`config.mk`:
```
export PLATFORM = sky130hd
export DESIGN_NAME = rcfg_bank
export DESIGN_NICKNAME = d
export VERILOG_FILES = /design/src/design/rcfg_pkg.sv /design/src/design/rcfg_bank.sv /design/src/design/rcfg_pin_sync.sv
export SDC_FILE = /design/constraint.sdc
export NUM_CORES = 1
export LEC_CHECK = 0
export BUFFER_PORTS_ARGS = -buffer_cell sky130_fd_sc_hd__buf_2
export CORE_MARGIN = 4
export CORE_UTILIZATION = 55
export CTS_CLUSTER_DIAMETER = 150
export DETAILED_ROUTE_END_ITERATION = 12
export PLACE_DENSITY = 0.8
export SLEW_MARGIN = 5
export SYNTH_ARGS = -nofsm -noshare
export SYNTH_HDL_FRONTEND = slang
export SYNTH_SLANG_ARGS = --single-unit
```
`constraint.sdc`:
```
create_clock -name mclk_i -period 25.8 [get_ports mclk_i]
set_clock_uncertainty 0.2 [all_clocks]
set_input_delay 1.29 -clock mclk_i [delete_from_list [all_inputs] [get_ports mclk_i]]
set_output_delay 1.29 -clock mclk_i [all_outputs]
set_load 0.005 [all_outputs]
```
`src/design/rcfg_pkg.sv`:
```
package rcfg_pkg;

  ////////////////////////////////////////////////////////////////////////////
  // Serial frame layout
  localparam int unsigned RCFG_ADDR_W = 12;
  localparam int unsigned RCFG_HDR_BITS = 16;
  localparam int unsigned RCFG_DATA_BITS = 32;
  localparam int unsigned RCFG_FRAME_BITS = RCFG_HDR_BITS + RCFG_DATA_BITS;
  localparam int unsigned RCFG_RW_POS = 3;
  localparam int unsigned RCFG_CNT_W = 6;

  ////////////////////////////////////////////////////////////////////////////
  // Register map
  localparam int unsigned RCFG_NUM_REGS = 11;
  localparam logic [11:0] FRONT_END_CONFIG_A = 12'h000;
  localparam logic [11:0] FRONT_END_CONFIG_B = 12'h001;
  localparam logic [11:0] FRONT_END_CONFIG_C = 12'h002;
  localparam logic [11:0] SYNTH_CONFIG = 12'h003;
  localparam logic [11:0] SYNTH_INTEGER_DIVIDER = 12'h004;
  localparam logic [11:0] SYNTH_FRACTION_DIVIDER = 12'h005;
  localparam logic [11:0] SAMPLE_PORT_CONFIG = 12'h006;
  localparam logic [11:0] CLOCKING_CONFIG_A = 12'h007;
  localparam logic [11:0] TEST_CONFIG_A = 12'h008;
  localparam logic [11:0] TEST_CONFIG_B = 12'h009;
  localparam logic [11:0] CLOCKING_CONFIG_B = 12'h00a;

  typedef logic [31:0] rcfg_word_t;
  typedef rcfg_word_t [RCFG_NUM_REGS-1:0] rcfg_bank_t;

  localparam rcfg_bank_t RCFG_RESET_BANK = '{
    32'h010061b0, 32'h00c00002, 32'h01e0f401, 32'h010061b2,
    32'h08000000, 32'h08000070, 32'h00c00080, 32'h698c0008,
    32'h0eafa1dc, 32'h20550288, 32'hbea41603};

  ////////////////////////////////////////////////////////////////////////////
  // Fields steering the block
  localparam int unsigned AMP_SEL_LSB = 13;
  localparam int unsigned MON_EN_POS = 0;
  localparam int unsigned DIG_MODE_POS = 27;
  localparam int unsigned FIXED_A_LSB = 22;
  localparam logic [7:0] FIXED_A_VAL = 8'hfa;
  localparam int unsigned FIXED_B_LSB = 22;
  localparam logic [2:0] FIXED_B_VAL = 3'h3;

  typedef enum logic [1:0] {
    AMP_HIGH_ONLY,
    AMP_LOW_ONLY,
    AMP_BOTH_OFF,
    AMP_RESERVED
  } rcfg_amp_e;

  typedef struct packed {
    logic [1:0] inphase;
    logic [1:0] quadrature;
  } rcfg_sample_s;

endpackage : rcfg_pkg

```
`src/design/rcfg_bank.sv`:
```
// Contract
// - Power-up reset loads every register with its default word.
// - Defaults: 0x0 is 0xbea41603, 0x9 is 0x00c00002, others as listed.
// - Lock indicator high while the synthesizer is locked, else low.
// - Shutdown input low switches every function off.
// - Digital mode shows sample bits 0 and 1 on each channel's pins.
// - Monitor enable routes I channel bit 1 and its inverse also to the monitor outputs.
// - Two-bit amplifier field selects high-band or low-band amplifier.
// - Data sampled on serial clock rise, read data driven on fall.
`timescale 1ns/1ns
`default_nettype none
module rcfg_bank
  import rcfg_pkg::*;
#(
  parameter int unsigned FIFO_DEPTH = 2
) (
  // Clock and reset
  input wire logic mclk_i,
  input wire logic rst_i,
  // Serial port pins
  input wire logic sclk_i,
  input wire logic select_n_in_i,
  input wire logic serial_data_io_i,
  output logic serial_data_io_o,
  output logic serial_data_io_oe_o,
  // Control pins
  input wire logic power_off_n_in_i,
  input wire logic synth_locked_i,
  output logic lock_indicator_out_o,
  // Converter sample stream
  input wire rcfg_sample_s adc_sample_i,
  input wire logic adc_valid_i,
  output logic adc_ready_o,
  // Sample pins toward the receiver
  output logic inphase_sample_bit0_o,
  output logic inphase_sample_bit1_o,
  output logic quadrature_sample_bit0_o,
  output logic quadrature_sample_bit1_o,
  output logic sample_valid_o,
  input wire logic sample_ready_i,
  // Monitor pins
  output logic monitor_out_pos_o,
  output logic monitor_out_neg_o,
  // Amplifier enables
  output logic amp_high_en_o,
  output logic amp_low_en_o
);

  if (FIFO_DEPTH != 2) begin : g_depth_check
    $error("rcfg_bank serves a two-entry buffer only");
  end

  ////////////////////////////////////////////////////////////////////////////
  // Pin synchronisers
  logic sclk_rise;
  logic sclk_fall;
  logic sel_n;
  logic sel_rise;
  logic sel_fall;
  logic sdi;
  logic power_on;
  logic locked;

  rcfg_pin_sync #(.RESET_LEVEL(1'b0)) u_sclk (
    .mclk_i(mclk_i), .rst_i(rst_i), .pin_i(sclk_i),
    .level_o(), .rise_o(sclk_rise), .fall_o(sclk_fall));
  rcfg_pin_sync #(.RESET_LEVEL(1'b1)) u_sel (
    .mclk_i(mclk_i), .rst_i(rst_i), .pin_i(select_n_in_i),
    .level_o(sel_n), .rise_o(sel_rise), .fall_o(sel_fall));
  rcfg_pin_sync #(.RESET_LEVEL(1'b0)) u_sdi (
    .mclk_i(mclk_i), .rst_i(rst_i), .pin_i(serial_data_io_i),
    .level_o(sdi), .rise_o(), .fall_o());
  rcfg_pin_sync #(.RESET_LEVEL(1'b0)) u_pwr (
    .mclk_i(mclk_i), .rst_i(rst_i), .pin_i(power_off_n_in_i),
    .level_o(power_on), .rise_o(), .fall_o());
  rcfg_pin_sync #(.RESET_LEVEL(1'b0)) u_lock (
    .mclk_i(mclk_i), .rst_i(rst_i), .pin_i(synth_locked_i),
    .level_o(locked), .rise_o(), .fall_o());

  ////////////////////////////////////////////////////////////////////////////
  // Serial shifter
  typedef enum logic [1:0] {
    SER_IDLE,
    SER_SHIFT,
    SER_DONE
  } rcfg_ser_e;

  rcfg_ser_e ser_q;
  rcfg_ser_e ser_d;
  logic [RCFG_CNT_W-1:0] cnt_q;
  logic [RCFG_CNT_W-1:0] cnt_d;
  logic [RCFG_FRAME_BITS-1:0] rx_q;
  logic [RCFG_FRAME_BITS-1:0] rx_d;
  logic [RCFG_DATA_BITS-1:0] tx_q;
  logic [RCFG_DATA_BITS-1:0] tx_d;
  logic sdo_q;
  logic sdo_d;
  logic oe_q;
  logic oe_d;
  logic commit;
  rcfg_bank_t bank_q;
  rcfg_bank_t bank_d;
  logic [RCFG_ADDR_W-1:0] hdr_addr;
  logic hdr_read;
  logic [RCFG_ADDR_W-1:0] wr_addr;
  rcfg_word_t rd_word;

  assign hdr_addr = rx_q[RCFG_HDR_BITS-1:RCFG_HDR_BITS-RCFG_ADDR_W];
  assign hdr_read = rx_q[RCFG_RW_POS];
  assign wr_addr = rx_q[RCFG_FRAME_BITS-1:RCFG_FRAME_BITS-RCFG_ADDR_W];

  always_comb begin
    rd_word = 32'h00000000;
    if (hdr_addr < RCFG_ADDR_W'(RCFG_NUM_REGS)) begin
      rd_word = bank_q[hdr_addr[3:0]];
    end
  end

  always_comb begin
    ser_d = ser_q;
    cnt_d = cnt_q;
    rx_d = rx_q;
    tx_d = tx_q;
    sdo_d = sdo_q;
    oe_d = oe_q;
    commit = 1'b0;
    case (ser_q)
      SER_IDLE: begin
        oe_d = 1'b0;
        if (sel_fall && power_on) begin
          ser_d = SER_SHIFT;
          cnt_d = '0;
        end
      end
      SER_SHIFT: begin
        if (sclk_rise && cnt_q < RCFG_CNT_W'(RCFG_FRAME_BITS)) begin
          rx_d = {rx_q[RCFG_FRAME_BITS-2:0], sdi};
          cnt_d = cnt_q + 1'b1;
        end
        // Read word is captured once the header is complete
        if (cnt_q == RCFG_CNT_W'(RCFG_HDR_BITS) && hdr_read && !oe_q &&
            sclk_fall) begin
          sdo_d = rd_word[RCFG_DATA_BITS-1];
          tx_d = {rd_word[RCFG_DATA_BITS-2:0], 1'b0};
          oe_d = 1'b1;
        end else if (oe_q && sclk_fall) begin
          sdo_d = tx_q[RCFG_DATA_BITS-1];
          tx_d = {tx_q[RCFG_DATA_BITS-2:0], 1'b0};
        end
        if (sel_rise) begin
          ser_d = SER_DONE;
          oe_d = 1'b0;
        end
        if (!power_on) begin
          ser_d = SER_IDLE;
          oe_d = 1'b0;
        end
      end
      SER_DONE: begin
        // A short frame or a read leaves the bank untouched
        commit = (cnt_q == RCFG_CNT_W'(RCFG_FRAME_BITS)) &&
                 !rx_q[RCFG_DATA_BITS+RCFG_RW_POS];
        ser_d = SER_IDLE;
      end
      default: begin
        ser_d = SER_IDLE;
        oe_d = 1'b0;
      end
    endcase
  end

  always_ff @(posedge mclk_i or posedge rst_i) begin
    if (rst_i) begin
      ser_q <= SER_IDLE;
      cnt_q <= '0;
      rx_q <= '0;
      tx_q <= '0;
      sdo_q <= 1'b0;
      oe_q <= 1'b0;
    end else begin
      ser_q <= ser_d;
      cnt_q <= cnt_d;
      rx_q <= rx_d;
      tx_q <= tx_d;
      sdo_q <= sdo_d;
      oe_q <= oe_d;
    end
  end

  assign serial_data_io_o = sdo_q;
  assign serial_data_io_oe_o = oe_q & ~sel_n;

  ////////////////////////////////////////////////////////////////////////////
  // Register bank
  // Reserved fields are stored as written; the host owns their fixed values
  always_comb begin
    bank_d = bank_q;
    if (commit && wr_addr < RCFG_ADDR_W'(RCFG_NUM_REGS)) begin
      bank_d[wr_addr[3:0]] = rx_q[RCFG_DATA_BITS-1:0];
    end
  end

  always_ff @(posedge mclk_i or posedge rst_i) begin
    if (rst_i) begin
      bank_q <= RCFG_RESET_BANK;
    end else begin
      bank_q <= bank_d;
    end
  end

  ////////////////////////////////////////////////////////////////////////////
  // Control decode
  rcfg_amp_e amp_mode;
  logic mon_en;
  logic dig_mode;

  assign amp_mode = rcfg_amp_e'(bank_q[0][AMP_SEL_LSB+1:AMP_SEL_LSB]);
  assign mon_en = bank_q[2][MON_EN_POS];
  assign dig_mode = bank_q[6][DIG_MODE_POS];

  logic amp_hi_q;
  logic amp_hi_d;
  logic amp_lo_q;
  logic amp_lo_d;
  logic lock_q;
  logic lock_d;

  always_comb begin
    amp_hi_d = 1'b0;
    amp_lo_d = 1'b0;
    case (amp_mode)
      AMP_HIGH_ONLY: amp_hi_d = power_on;
      AMP_LOW_ONLY: amp_lo_d = power_on;
      default: begin
        amp_hi_d = 1'b0;
        amp_lo_d = 1'b0;
      end
    endcase
    lock_d = locked & power_on;
  end

  always_ff @(posedge mclk_i or posedge rst_i) begin
    if (rst_i) begin
      amp_hi_q <= 1'b0;
      amp_lo_q <= 1'b0;
      lock_q <= 1'b0;
    end else begin
      amp_hi_q <= amp_hi_d;
      amp_lo_q <= amp_lo_d;
      lock_q <= lock_d;
    end
  end

  assign amp_high_en_o = amp_hi_q;
  assign amp_low_en_o = amp_lo_q;
  assign lock_indicator_out_o = lock_q;

  ////////////////////////////////////////////////////////////////////////////
  // Two-entry sample buffer
  // A receiver stall backs up into the converter instead of dropping words
  rcfg_sample_s [1:0] buf_q;
  rcfg_sample_s [1:0] buf_d;
  logic [1:0] fill_q;
  logic [1:0] fill_d;
  logic push;
  logic pop;
  rcfg_sample_s pin_q;
  rcfg_sample_s pin_d;
  logic mon_pos_q;
  logic mon_pos_d;
  logic mon_neg_q;
  logic mon_neg_d;

  assign adc_ready_o = power_on && fill_q != 2'd2;
  assign sample_valid_o = power_on && fill_q != 2'd0;
  assign push = adc_valid_i && adc_ready_o;
  assign pop = sample_valid_o && sample_ready_i;

  always_comb begin
    buf_d = buf_q;
    fill_d = fill_q;
    pin_d = pin_q;
    mon_pos_d = mon_pos_q;
    mon_neg_d = mon_neg_q;
    if (pop) begin
      buf_d[0] = buf_q[1];
      fill_d = fill_q - 2'd1;
      pin_d = dig_mode ? buf_q[0] : '0;
      mon_pos_d = mon_en & buf_q[0].inphase[1];
      mon_neg_d = mon_en & ~buf_q[0].inphase[1];
    end
    if (push) begin
      buf_d[fill_d[0]] = adc_sample_i;
      fill_d = fill_d + 2'd1;
    end
    if (!mon_en) begin
      mon_pos_d = 1'b0;
      mon_neg_d = 1'b0;
    end
    if (!power_on) begin
      fill_d = 2'd0;
      pin_d = '0;
      mon_pos_d = 1'b0;
      mon_neg_d = 1'b0;
    end
  end

  always_ff @(posedge mclk_i or posedge rst_i) begin
    if (rst_i) begin
      buf_q <= '0;
      fill_q <= 2'd0;
      pin_q <= '0;
      mon_pos_q <= 1'b0;
      mon_neg_q <= 1'b0;
    end else begin
      buf_q <= buf_d;
      fill_q <= fill_d;
      pin_q <= pin_d;
      mon_pos_q <= mon_pos_d;
      mon_neg_q <= mon_neg_d;
    end
  end

  assign inphase_sample_bit0_o = pin_q.inphase[0];
  assign inphase_sample_bit1_o = pin_q.inphase[1];
  assign quadrature_sample_bit0_o = pin_q.quadrature[0];
  assign quadrature_sample_bit1_o = pin_q.quadrature[1];
  assign monitor_out_pos_o = mon_pos_q;
  assign monitor_out_neg_o = mon_neg_q;

endmodule : rcfg_bank
`default_nettype wire

```
`src/design/rcfg_pin_sync.sv`:
```
`timescale 1ns/1ns
`default_nettype none
module rcfg_pin_sync #(
  parameter logic RESET_LEVEL = 1'b0
) (
  // Clock and reset
  input wire logic mclk_i,
  input wire logic rst_i,
  // Pin side
  input wire logic pin_i,
  // Filtered level and edges
  output logic level_o,
  output logic rise_o,
  output logic fall_o
);

  logic meta_q;
  logic mid_q;
  logic last_q;
  logic level_q;
  logic level_d;

  // Level moves only when the two settled stages agree
  always_comb begin
    level_d = level_q;
    if (mid_q == last_q) begin
      level_d = last_q;
    end
  end

  always_ff @(posedge mclk_i or posedge rst_i) begin
    if (rst_i) begin
      meta_q <= RESET_LEVEL;
      mid_q <= RESET_LEVEL;
      last_q <= RESET_LEVEL;
      level_q <= RESET_LEVEL;
    end else begin
      meta_q <= pin_i;
      mid_q <= meta_q;
      last_q <= mid_q;
      level_q <= level_d;
    end
  end

  assign level_o = level_q;
  assign rise_o = level_d & ~level_q;
  assign fall_o = ~level_d & level_q;

endmodule : rcfg_pin_sync
`default_nettype wire

```
==> impl_metrics.yaml, run 1 <==
final_layout:
  nets: 1602
  multi_input_area_mm2: 0.00873
  antenna-diode-count: 0
  layout.cells.non_filler: 2140
  stdcell_area_mm2: 0.0236
  fillers: 2857
  seqCellArea_mm2: 0.0121
  syn_to_final_growth_pct: 9.63
  drive_above_1_share_pct: 41.1
synth:
  avgSynthCellArea_um2: 13.2
  synth_fp_nets: 1651
  yosys_most_used_dff: "dfrtp_1"
  ys_seq_area_share_pct: 56.3
  synth_edf_count: 0
  async_reset_ff_share_pct: 100
  synth_cell_types: 57
  synthTopCellsByArea: "dfrtp_1, mux2_2, dfstp_2, mux4_2, nand2_1"
  yosys_warnings: 0
  synthCells: 1633
  synth_area_mm2: 0.0215
  synth_top_area_share_pct: 45.7
  yosysTopAreaCell: "dfrtp_1"
  synthTopCellsByCount: "dfrtp_1, mux2_2, nand2_1"
  ys_seq_elements: 480
  yosysMostFrequentCell: "dfrtp_1"
sta:
  setup_ws_ns: 22.05
  slew_violations: 0
  final.min_clock_period_ns: 3.75
  tns_ns: 0
  finalHoldViolCount: 0
  slew_headroom_pct: 22.9
  clock.fmax_mhz: 266
  rsz0062_at_grt: "false"
  setup_violations: 0
  fin_crit_sh_pct: 14.5
  tightestPinTransition_ns: 1.15
  whs_ns: 0.150
cts:
  cts_tree: "built"
  htreeDepth: 2
  postCtsHoldBufs: 0
  root_buffer: "clkbuf_16"
  post-cts-setup-buffers: 0
  clock_sinks: 480
  cts_resized: 0
  cts_inserted_buffers: 48
  clk_pin_slew_ns: 0.06
  clk_path_buf_depth: 3
  clock_latency_ns: 0.58
worst_setup_path:
  crit_chain: "buf_2 > inv_8 > buf_4 > buf_4"
  cp_max_fo: 153
  cp_slowest_stage_delay_ns: 0.92
  cp.required_ns: 26.13
  critPathLaunchType: "input pin"
  crit_top_cell: "buf_4"
  crit_path_end_kind: "asynchronous set/reset pin"
  critPathSlowestCell: "buf_4"
  crit_type: "in2async"
  worst-endpoint-arrival_ns: 4.08
die:
  dieWidth_um: 206
  floorplan.initialDensity_pct: 55.7
  rows: 72
  io_pins: 26
  core_mm2: 0.0386
  die_y_um: 206
  dieArea_mm2: 0.0423
grt:
  met2_usage_pct: 37.8
  grt-ovfl-total: 0
  grt_use_met1_pct: 30.8
  use_met3_pct: 4.18
  grtUsageTotal_pct: 22.7
  globalRoute.busiestLayer: "met2"
  grt_pass1_wl_um: 76000
  grt_max_degree: 154
  grt_pass1_vias: 13793
  antenna_found_initial: 0
placed_design:
  placed_cell_area_mm2: 0.0219
  place_ws_ns: 21.33
  gp_congestion: 0.812
  dp.cells: 2052
  io_buffers: 25
  dpl.hpwl_um: 25900
hold_path:
  hold_path.class: "reg2reg"
routing:
  wire_per_inst_um: 22.1
  drcViolationCount: 0
  via_per_inst: 6.17
  antenna_left: 0
  num_vias: 13204
  dr.pass1.iters: 6
  drt-initial-drc-count: 985
  wirelength_um: 47300
power:
  power_density_mw_per_mm2: 67.1
  static-leakage-power_nw: 10.9
  vdd.ir_drop.worst_v: 0.0000468
run:
  maxCapViolCount: 0
outcome:
  status: "finished, final reports clean"
flip-flops by register name (all words and copies together) (netlist names), 2 cells and up:
name      flops
bank_q      350
rx_q         48
tx_q         31
buf_q         8
cnt_q         6
amp_mode      2
fill_q        2
ser_q         2
per-stage QoR:
stage,total power [mW],util (%)
finish,1.58,61.0
global route,1.63,61.0
CTS,1.59,61.0
detailed placement,0.846,56.6
global placement,0.843,56.6
floorplan,0.830,-
kinds of logic after synthesis:
logic type | count (synthesis) | synth area share [%]
buffers and inverters | 160 | 3.25
adder cells (fa/ha/maj) | 8 | 0.430
flip-flops | 480 | 56.3
XOR/XNOR | 4 | 0.163
AO/OA/AOI/OAI | 218 | 6.25
multiplexers | 452 | 26.9
AND/OR/NAND/NOR | 311 | 6.63
power by group:
group,internal (mW),leakage [nW],switching [mW]
registers,0.765,6.33,0.0137
logic,0.0196,3.69,0.0347
clock network,0.462,0.848,0.288
total,1.25,10.9,0.337
per-layer routing:
metal | routed length (µm) | share of wire, %
met2 | 23500 | 50
met3 | 2750 | 5.8
met4 | 1240 | 2.6
met5 | 0 | 0
met1 | 19800 | 42
area by class of cell:
class                      count  area share, %
multi-input combinational    993           37.0
clock inverter                13           1.03
sequential                   480           51.4
timing repair buffer          49           1.29
tap                          518           2.75
inverter                      12          0.223
clock buffer                  75           6.25
path summary, 6_finish.rpt:
| kind | start | to | slack (ns) | cells after the start |
|---|---|---|---|---|
| min | u_sdi.meta_q | u_sdi.mid_q | 0.15 | 0 |
| min in group asynchronous | rst_i | rx_q[25] | 0.78 | 2 |
| min reg2reg | u_sdi.meta_q | u_sdi.mid_q | 0.15 | 0 |
| max in group mclk_i | ser_q[0] | bank_q[234] | 22.43 | 6 |
| max reg2reg | ser_q[0] | bank_q[234] | 22.43 | 6 |
| max | rst_i | bank_q[169] | 22.05 | 4 |
worst max-delay path: cells and delay by family:
kind,cells,cell delay [ns]
buffers and inverters,4,2.56
cells in the final DEF, fill, tap and decap left out, types with 9 or more instances in the layout:
| cell type | count |
|---|---|
| dfrtp_1 | 390 |
| mux2_2 | 367 |
| nand2_1 | 157 |
| dfstp_2 | 87 |
| o21ai_0 | 72 |
| mux4_2 | 64 |
| nor2_1 | 57 |
| clkbuf_16 | 49 |
| o22ai_1 | 35 |
| a21oi_1 | 31 |
| a31oi_1 | 29 |
| a211o_1 | 26 |
| nand2b_1 | 25 |
| buf_2 | 25 |
| buf_4 | 24 |
| clkbuf_8 | 15 |
| nand3_1 | 14 |
| mux2i_1 | 14 |
| clkbuf_1 | 11 |
| inv_1 | 10 |
| nand3b_1 | 9 |
(Power assumes the default switching activity.)
==> run 2: changes to the inputs <==
--- a/config.mk
+++ b/config.mk
@@ -10,7 +10,7 @@
 export CORE_UTILIZATION = 55
 export CTS_CLUSTER_DIAMETER = 150
 export DETAILED_ROUTE_END_ITERATION = 12
-export PLACE_DENSITY = 0.8
+export PLACE_DENSITY = 0.83
 export SLEW_MARGIN = 5
 export SYNTH_ARGS = -nofsm -noshare
 export SYNTH_HDL_FRONTEND = slang
==> constraint.sdc (replaced) <==
create_clock -name mclk_i -period 3.1 [get_ports mclk_i]
set_clock_uncertainty 0.2 [all_clocks]
set_input_delay 0.155 -clock mclk_i [delete_from_list [all_inputs] [get_ports mclk_i]]
set_output_delay 0.155 -clock mclk_i [all_outputs]
set_load 0.005 [all_outputs]
==> run 2 against run 1 <==
Compared with the run above: power rose to 7.9 times the previous value; highest routed layer unchanged; critical path depth grew 4; critical endpoint is now bank_q[222]; clock power rose to 7.4 times the previous value; combinational power rose to 9.4 times the previous value; worst setup slack worse by 22 ns; flip-flop and latch count unchanged; largest power group unchanged; largest cell class unchanged.
==> impl_metrics.yaml, run 2 (synthesis results as in run 1) <==
final_layout:
  layout.cells.non_filler: 2185
  final_util_pct: 61.9
  drive_above_1_share_pct: 41.6
  largest_register_ffs: 350
  top_regs: "bank_q x350, rx_q x48, tx_q x31"
  largest_register: "bank_q"
  fillers: 2694
  syn_to_final_growth_pct: 11.2
  final_common_cell: "dfrtp_1"
  stdcell_area_mm2: 0.0239
  nets: 1645
  mostFrequentLayoutCells: "dfrtp_1, mux2_2, nand2_1, dfstp_2, o21ai_0"
  antenna-diode-count: 0
sta:
  fin_crit_sh_pct: 84.8
  setup_violations: 0
  clock.fmax_mhz: 380
  slew_violations: 0
  whs_ns: 0.0286
  finalHoldViolCount: 0
  tightestPinTransition_ns: 0.771
  rsz0062_at_grt: "false"
  final.min_clock_period_ns: 2.63
  tns_ns: 0
  slew_headroom_pct: 48.5
worst_setup_path:
  startpoint: "cnt_q[0]"
  endpoint: "bank_q[222]"
  reg2reg_to: "bank_q[222]"
  cp_max_fo: 24
  critPathLaunchType: "register"
  ff2ff_setup_slack_ns: 0.47
  cp.required_ns: 3.34
  worst-endpoint-arrival_ns: 2.87
  cp_slowest_stage_delay_ns: 0.47
  crit_path_end_kind: "register"
  reg2reg_depth: 8
  crit_chain: "inv_1 > ha_1 > and4bb_1 > o21ai_1 > nor3_2 > nand3_2 > buf_4 > mux2_2"
  crit_type: "reg2reg"
  reg2reg_from: "cnt_q[0]"
  critPathSlowestCell: "nor3_2"
cts:
  clk_pin_slew_ns: 0.06
  clock_latency_ns: 0.57
  cts_inserted_buffers: 48
  clk_path_buf_depth: 3
  root_buffer: "clkbuf_16"
  clock_sinks: 480
  cts_tree: "built"
  htreeDepth: 2
grt:
  grt_pass1_wl_um: 79600
  grt_max_degree: 94
  grt_pass1_vias: 14380
  antenna_found_initial: 0
  grtUsageTotal_pct: 23.6
  grt-ovfl-total: 0
die:
  floorplan.initialDensity_pct: 55.7
  die_y_um: 206
  io_pins: 26
  dieWidth_um: 206
  dieArea_mm2: 0.0423
  rows: 72
  core_mm2: 0.0386
power:
  static-leakage-power_nw: 11.0
  vdd.ir_drop.worst_v: 0.000340
  power_density_mw_per_mm2: 525
placed_design:
  dpl.hpwl_um: 28600
  gp_congestion: 0.798
  dp.cells: 2085
  io_buffers: 25
  placed_cell_area_mm2: 0.0223
routing:
  via_per_inst: 6.13
  wire_per_inst_um: 22.1
  drcViolationCount: 0
  num_vias: 13400
  dr.pass1.iters: 5
  wirelength_um: 48300
  drt-initial-drc-count: 1118
  antenna_left: 0
hold_path:
  hold_path.class: "in2reg"
  whs_path_depth: 2
run:
  maxCapViolCount: 0
outcome:
  status: "finished, final reports clean"
-- run 2: cell count changes in the layout (fill, tap and decap cells not counted) --
| cell | change |
|---|---|
| inv_6 | +1 |
| inv_8 | -1 |
| buf_12 | +16 |
| dlygate4sd3_1 | +10 |
| bufinv_16 | -7 |
| buf_4 | +17 |
| clkbuf_1 | +6 |
| nand2_2 | -1 |
| nand2_1 | +1 |
| clkinv_2 | +5 |
| clkinvlp_4 | +2 |
| clkbuf_8 | -4 |
-- run 2: final cells by class --
cell class                      instances  area [µm²]  area share (%)
Timing Repair Buffer                   92         853            3.57
Clock inverter                         13        75.1           0.314
Clock buffer                           77        1440            6.03
Tap cell                              518         648            2.71
Inverter                               12        48.8           0.204
Sequential cell                       480       12100            50.7
Multi-Input combinational cell        993        8720            36.5
-- run 2: repair_timing --
action / CTS / global route
gates resized for setup: 0 / 0
hold buffers: 10 / 0
setup buffers: 0 / 0
hold endpoints to repair: 37 / 0
-- run 2: worst min path at each step --
stage | from | to | slack, ns
final | select_n_in_i | u_sel.meta_q | 0.03
after global routing | power_off_n_in_i | u_pwr.meta_q | 0.02
after CTS | sample_ready_i | inphase_sample_bit0_o | 0.02
after detailed placement | serial_data_io_i | u_sdi.meta_q | 0.06
after global placement | select_n_in_i | u_sel.meta_q | 0.06
after floorplan | select_n_in_i | u_sel.meta_q | -0.04
-- run 2: routing by layer --
metal / up-vias / GRT usage, % / routed length (µm)
met5: - / 0 / 0
met4: 0 / 7.80 / 1370
li1: 5859 / - / -
met3: 115 / 3.74 / 2620
met1: 7037 / 31.6 / 19900
met2: 389 / 39.9 / 24500
-- run 2: critical path, delay by kind of cell (launching register included) --
kind	cells	cell delay, ns
compound gates	1	0.12
fa+ha+maj	1	0.14
buf+inv	2	0.40
flops	1	0.40
mux	1	0.34
simple gates	3	0.90
-- run 2: report_power, final --
part	total (mW)	internal (mW)	switching, mW	leakage, nW
clock	5.56	3.19	2.38	0.751
combinational	0.512	0.193	0.319	3.94
sequential	6.48	6.37	0.109	6.33
total	12.5	9.75	2.80	11.0
-- run 2: metrics by stage --
stage	total power [mW]	setup slack, ns
global placement	7.04	0.589
finish	12.5	0.471
floorplan	6.91	-3.69
global route	13.0	0.292
CTS	12.6	0.451
detailed placement	7.08	0.496
==> run 3: changes to the inputs <==
==> constraint.sdc (replaced) <==
create_clock -name mclk_i -period 2.4 [get_ports mclk_i]
set_clock_uncertainty 0.2 [all_clocks]
set_input_delay 0.12 -clock mclk_i [delete_from_list [all_inputs] [get_ports mclk_i]]
set_output_delay 0.12 -clock mclk_i [all_outputs]
set_load 0.005 [all_outputs]
==> run 3 against run 2 <==
Compared with the run above: the flow now finishes with violations (negative setup slack); global-route usage is 0.83 points higher; sequential power up 29%; final area up 3.8%; register-to-register slack worse by 0.54 ns; clock power is 36% higher; core utilization is 2.4 points higher; combinational power increased by 42%; maximum frequency is 6.4% higher; die area unchanged; critical endpoint is now bank_q[159]; flip-flop and latch count unchanged; critical path depth shrank 1; cell count increased by 2.7%.
==> impl_metrics.yaml, run 3 (synthesis results as in run 1) <==
die:
  die_y_um: 206
  rows: 72
  io_pins: 26
  dieWidth_um: 206
  floorplan.initialDensity_pct: 55.7
  core_mm2: 0.0386
  dieArea_mm2: 0.0423
sta:
  tightestPinTransition_ns: 0.479
  setup_ws_ns: -0.0693
  final.min_clock_period_ns: 2.47
  finalHoldViolCount: 0
  clock.fmax_mhz: 405
  fin_crit_sh_pct: 103
  slew_violations: 0
  setup_violations: 76
  slew_headroom_pct: 68.1
  rsz0062_at_grt: "true"
worst_setup_path:
  cp_max_fo: 6
  cp.required_ns: 2.66
  worst-endpoint-arrival_ns: 2.73
  crit_type: "reg2reg"
  critPathLaunchType: "register"
  crit_path_end_kind: "register"
placed_design:
  io_buffers: 25
  gp_congestion: 0.824
  dpl.hpwl_um: 30200
final_layout:
  antenna-diode-count: 0
  fillers: 2610
  syn_to_final_growth_pct: 15.5
  final_common_cell: "dfrtp_1"
  nets: 1705
  mostFrequentLayoutCells: "dfrtp_1, mux2_2, nand2_1, dfstp_2, buf_4"
  drive_above_1_share_pct: 43.7
  largest_register_ffs: 350
  final_util_pct: 64.3
  largest_register: "bank_q"
  top_regs: "bank_q x350, rx_q x48, tx_q x31"
power:
  power_density_mw_per_mm2: 669
  totalPowerFinal_mw: 16.6
  vdd.ir_drop.worst_v: 0.000590
  static-leakage-power_nw: 11.5
routing:
  drcViolationCount: 0
  via_per_inst: 6.19
  wirelength_um: 51200
  antenna_left: 0
  drt-initial-drc-count: 1432
  wire_per_inst_um: 22.8
  dr.pass1.iters: 6
  num_vias: 13883
cts:
  clock_latency_ns: 0.57
  htreeDepth: 2
  clock_sinks: 480
  clk_path_buf_depth: 3
  clk_pin_slew_ns: 0.06
  root_buffer: "clkbuf_16"
  cts_tree: "built"
  cts_inserted_buffers: 48
outcome:
  failed_checks: "negative setup slack"
  status: "complete, but fails checks"
run:
  maxCapViolCount: 0
grt:
  grt_pass1_wl_um: 81700
  grt-ovfl-total: 0
  antenna_found_initial: 0
  grtUsageTotal_pct: 24.4
  grt_pass1_vias: 14747
  grt_max_degree: 88
hold_path:
  hold_path.class: "reg2reg"
[run 3: cell types whose count changed in the layout (fill, tap and decap cells not counted), sizes merged]
cell | previous run | this run
bufinv | 0 | 3
dlygate4sd3 | 10 | 18
buf | 82 | 132
clkinv | 11 | 6
clkbuf | 77 | 80
[run 3: final timing paths]
| path | start | end | slack (ns) | depth (start not counted) |
|---|---|---|---|---|
| worst max-delay path | ser_q[0] | bank_q[159] | -0.07 | 7 |
| worst min-delay path | u_sdi.meta_q | u_sdi.mid_q | 0.15 | 0 |
| worst max register to register | ser_q[0] | bank_q[159] | -0.07 | 7 |
| worst min register to register | u_sdi.meta_q | u_sdi.mid_q | 0.15 | 0 |
| max in group asynchronous | rst_i | bank_q[166] | 0.64 | 6 |
| min in group asynchronous | rst_i | bank_q[250] | 0.49 | 4 |
[run 3: critical path, stage by stage (launching register included)]
cell and delay (ns):
dfrtp_1 0.39, nor4bb_1 0.37, nand3_2 0.18, nor3_2 0.18, buf_4 0.16, and3_4 0.32, clkbuf_16 0.21, mux2_2 0.33
[run 3: report_power, final]
group          internal, mW  switching, mW
combinational         0.290          0.436
sequential             8.23          0.126
clock                  4.46           3.08
[run 3: area by class of cell]
cell class / instances / area [µm²] / share of cell area [%]
multi-input combinational: 993 / 8880 / 35.7
sequential: 480 / 12100 / 48.8
inverter: 12 / 48.8 / 0.196
clock buffer: 78 / 1460 / 5.86
timing repair buffer: 152 / 1540 / 6.21
clock inverter: 11 / 140 / 0.564
tap: 518 / 648 / 2.61
[run 3: routing by layer]
metal	global-route usage (%)	vias to the layer above	wire, µm
li1	-	5987	-
met1	32.3	7251	20700
met2	41.3	531	25700
met3	4.18	114	3200
met4	8.44	0	1550
met5	0	-	0
[run 3: timing repair]
item	in CTS	in global routing
cloned	1	2
pin swaps	0	6
setup buffers	1	1
hold endpoints to repair	415	0
hold buffers	18	0
resized for setup	11	37
endpoints found under the setup margin	278	282
[run 3: through the flow]
step | area, µm² | cells | setup WS [ns] | hold slack (ns) | TNS [ns]
after CTS | 24600 | 2241 | -0.0394 | 0.149 | -0.479
after global routing | 24800 | 2244 | -0.139 | 0.162 | -10.49
after detailed placement | 22800 | 2132 | -0.118 | -0.0456 | -12.39
after floorplan | 21500 | 1633 | -4.35 | -0.0755 | -1934.04
after global placement | 22800 | 2132 | -0.0437 | -0.0533 | -2.43
final | 24800 | 2244 | -0.0693 | 0.148 | -2.34
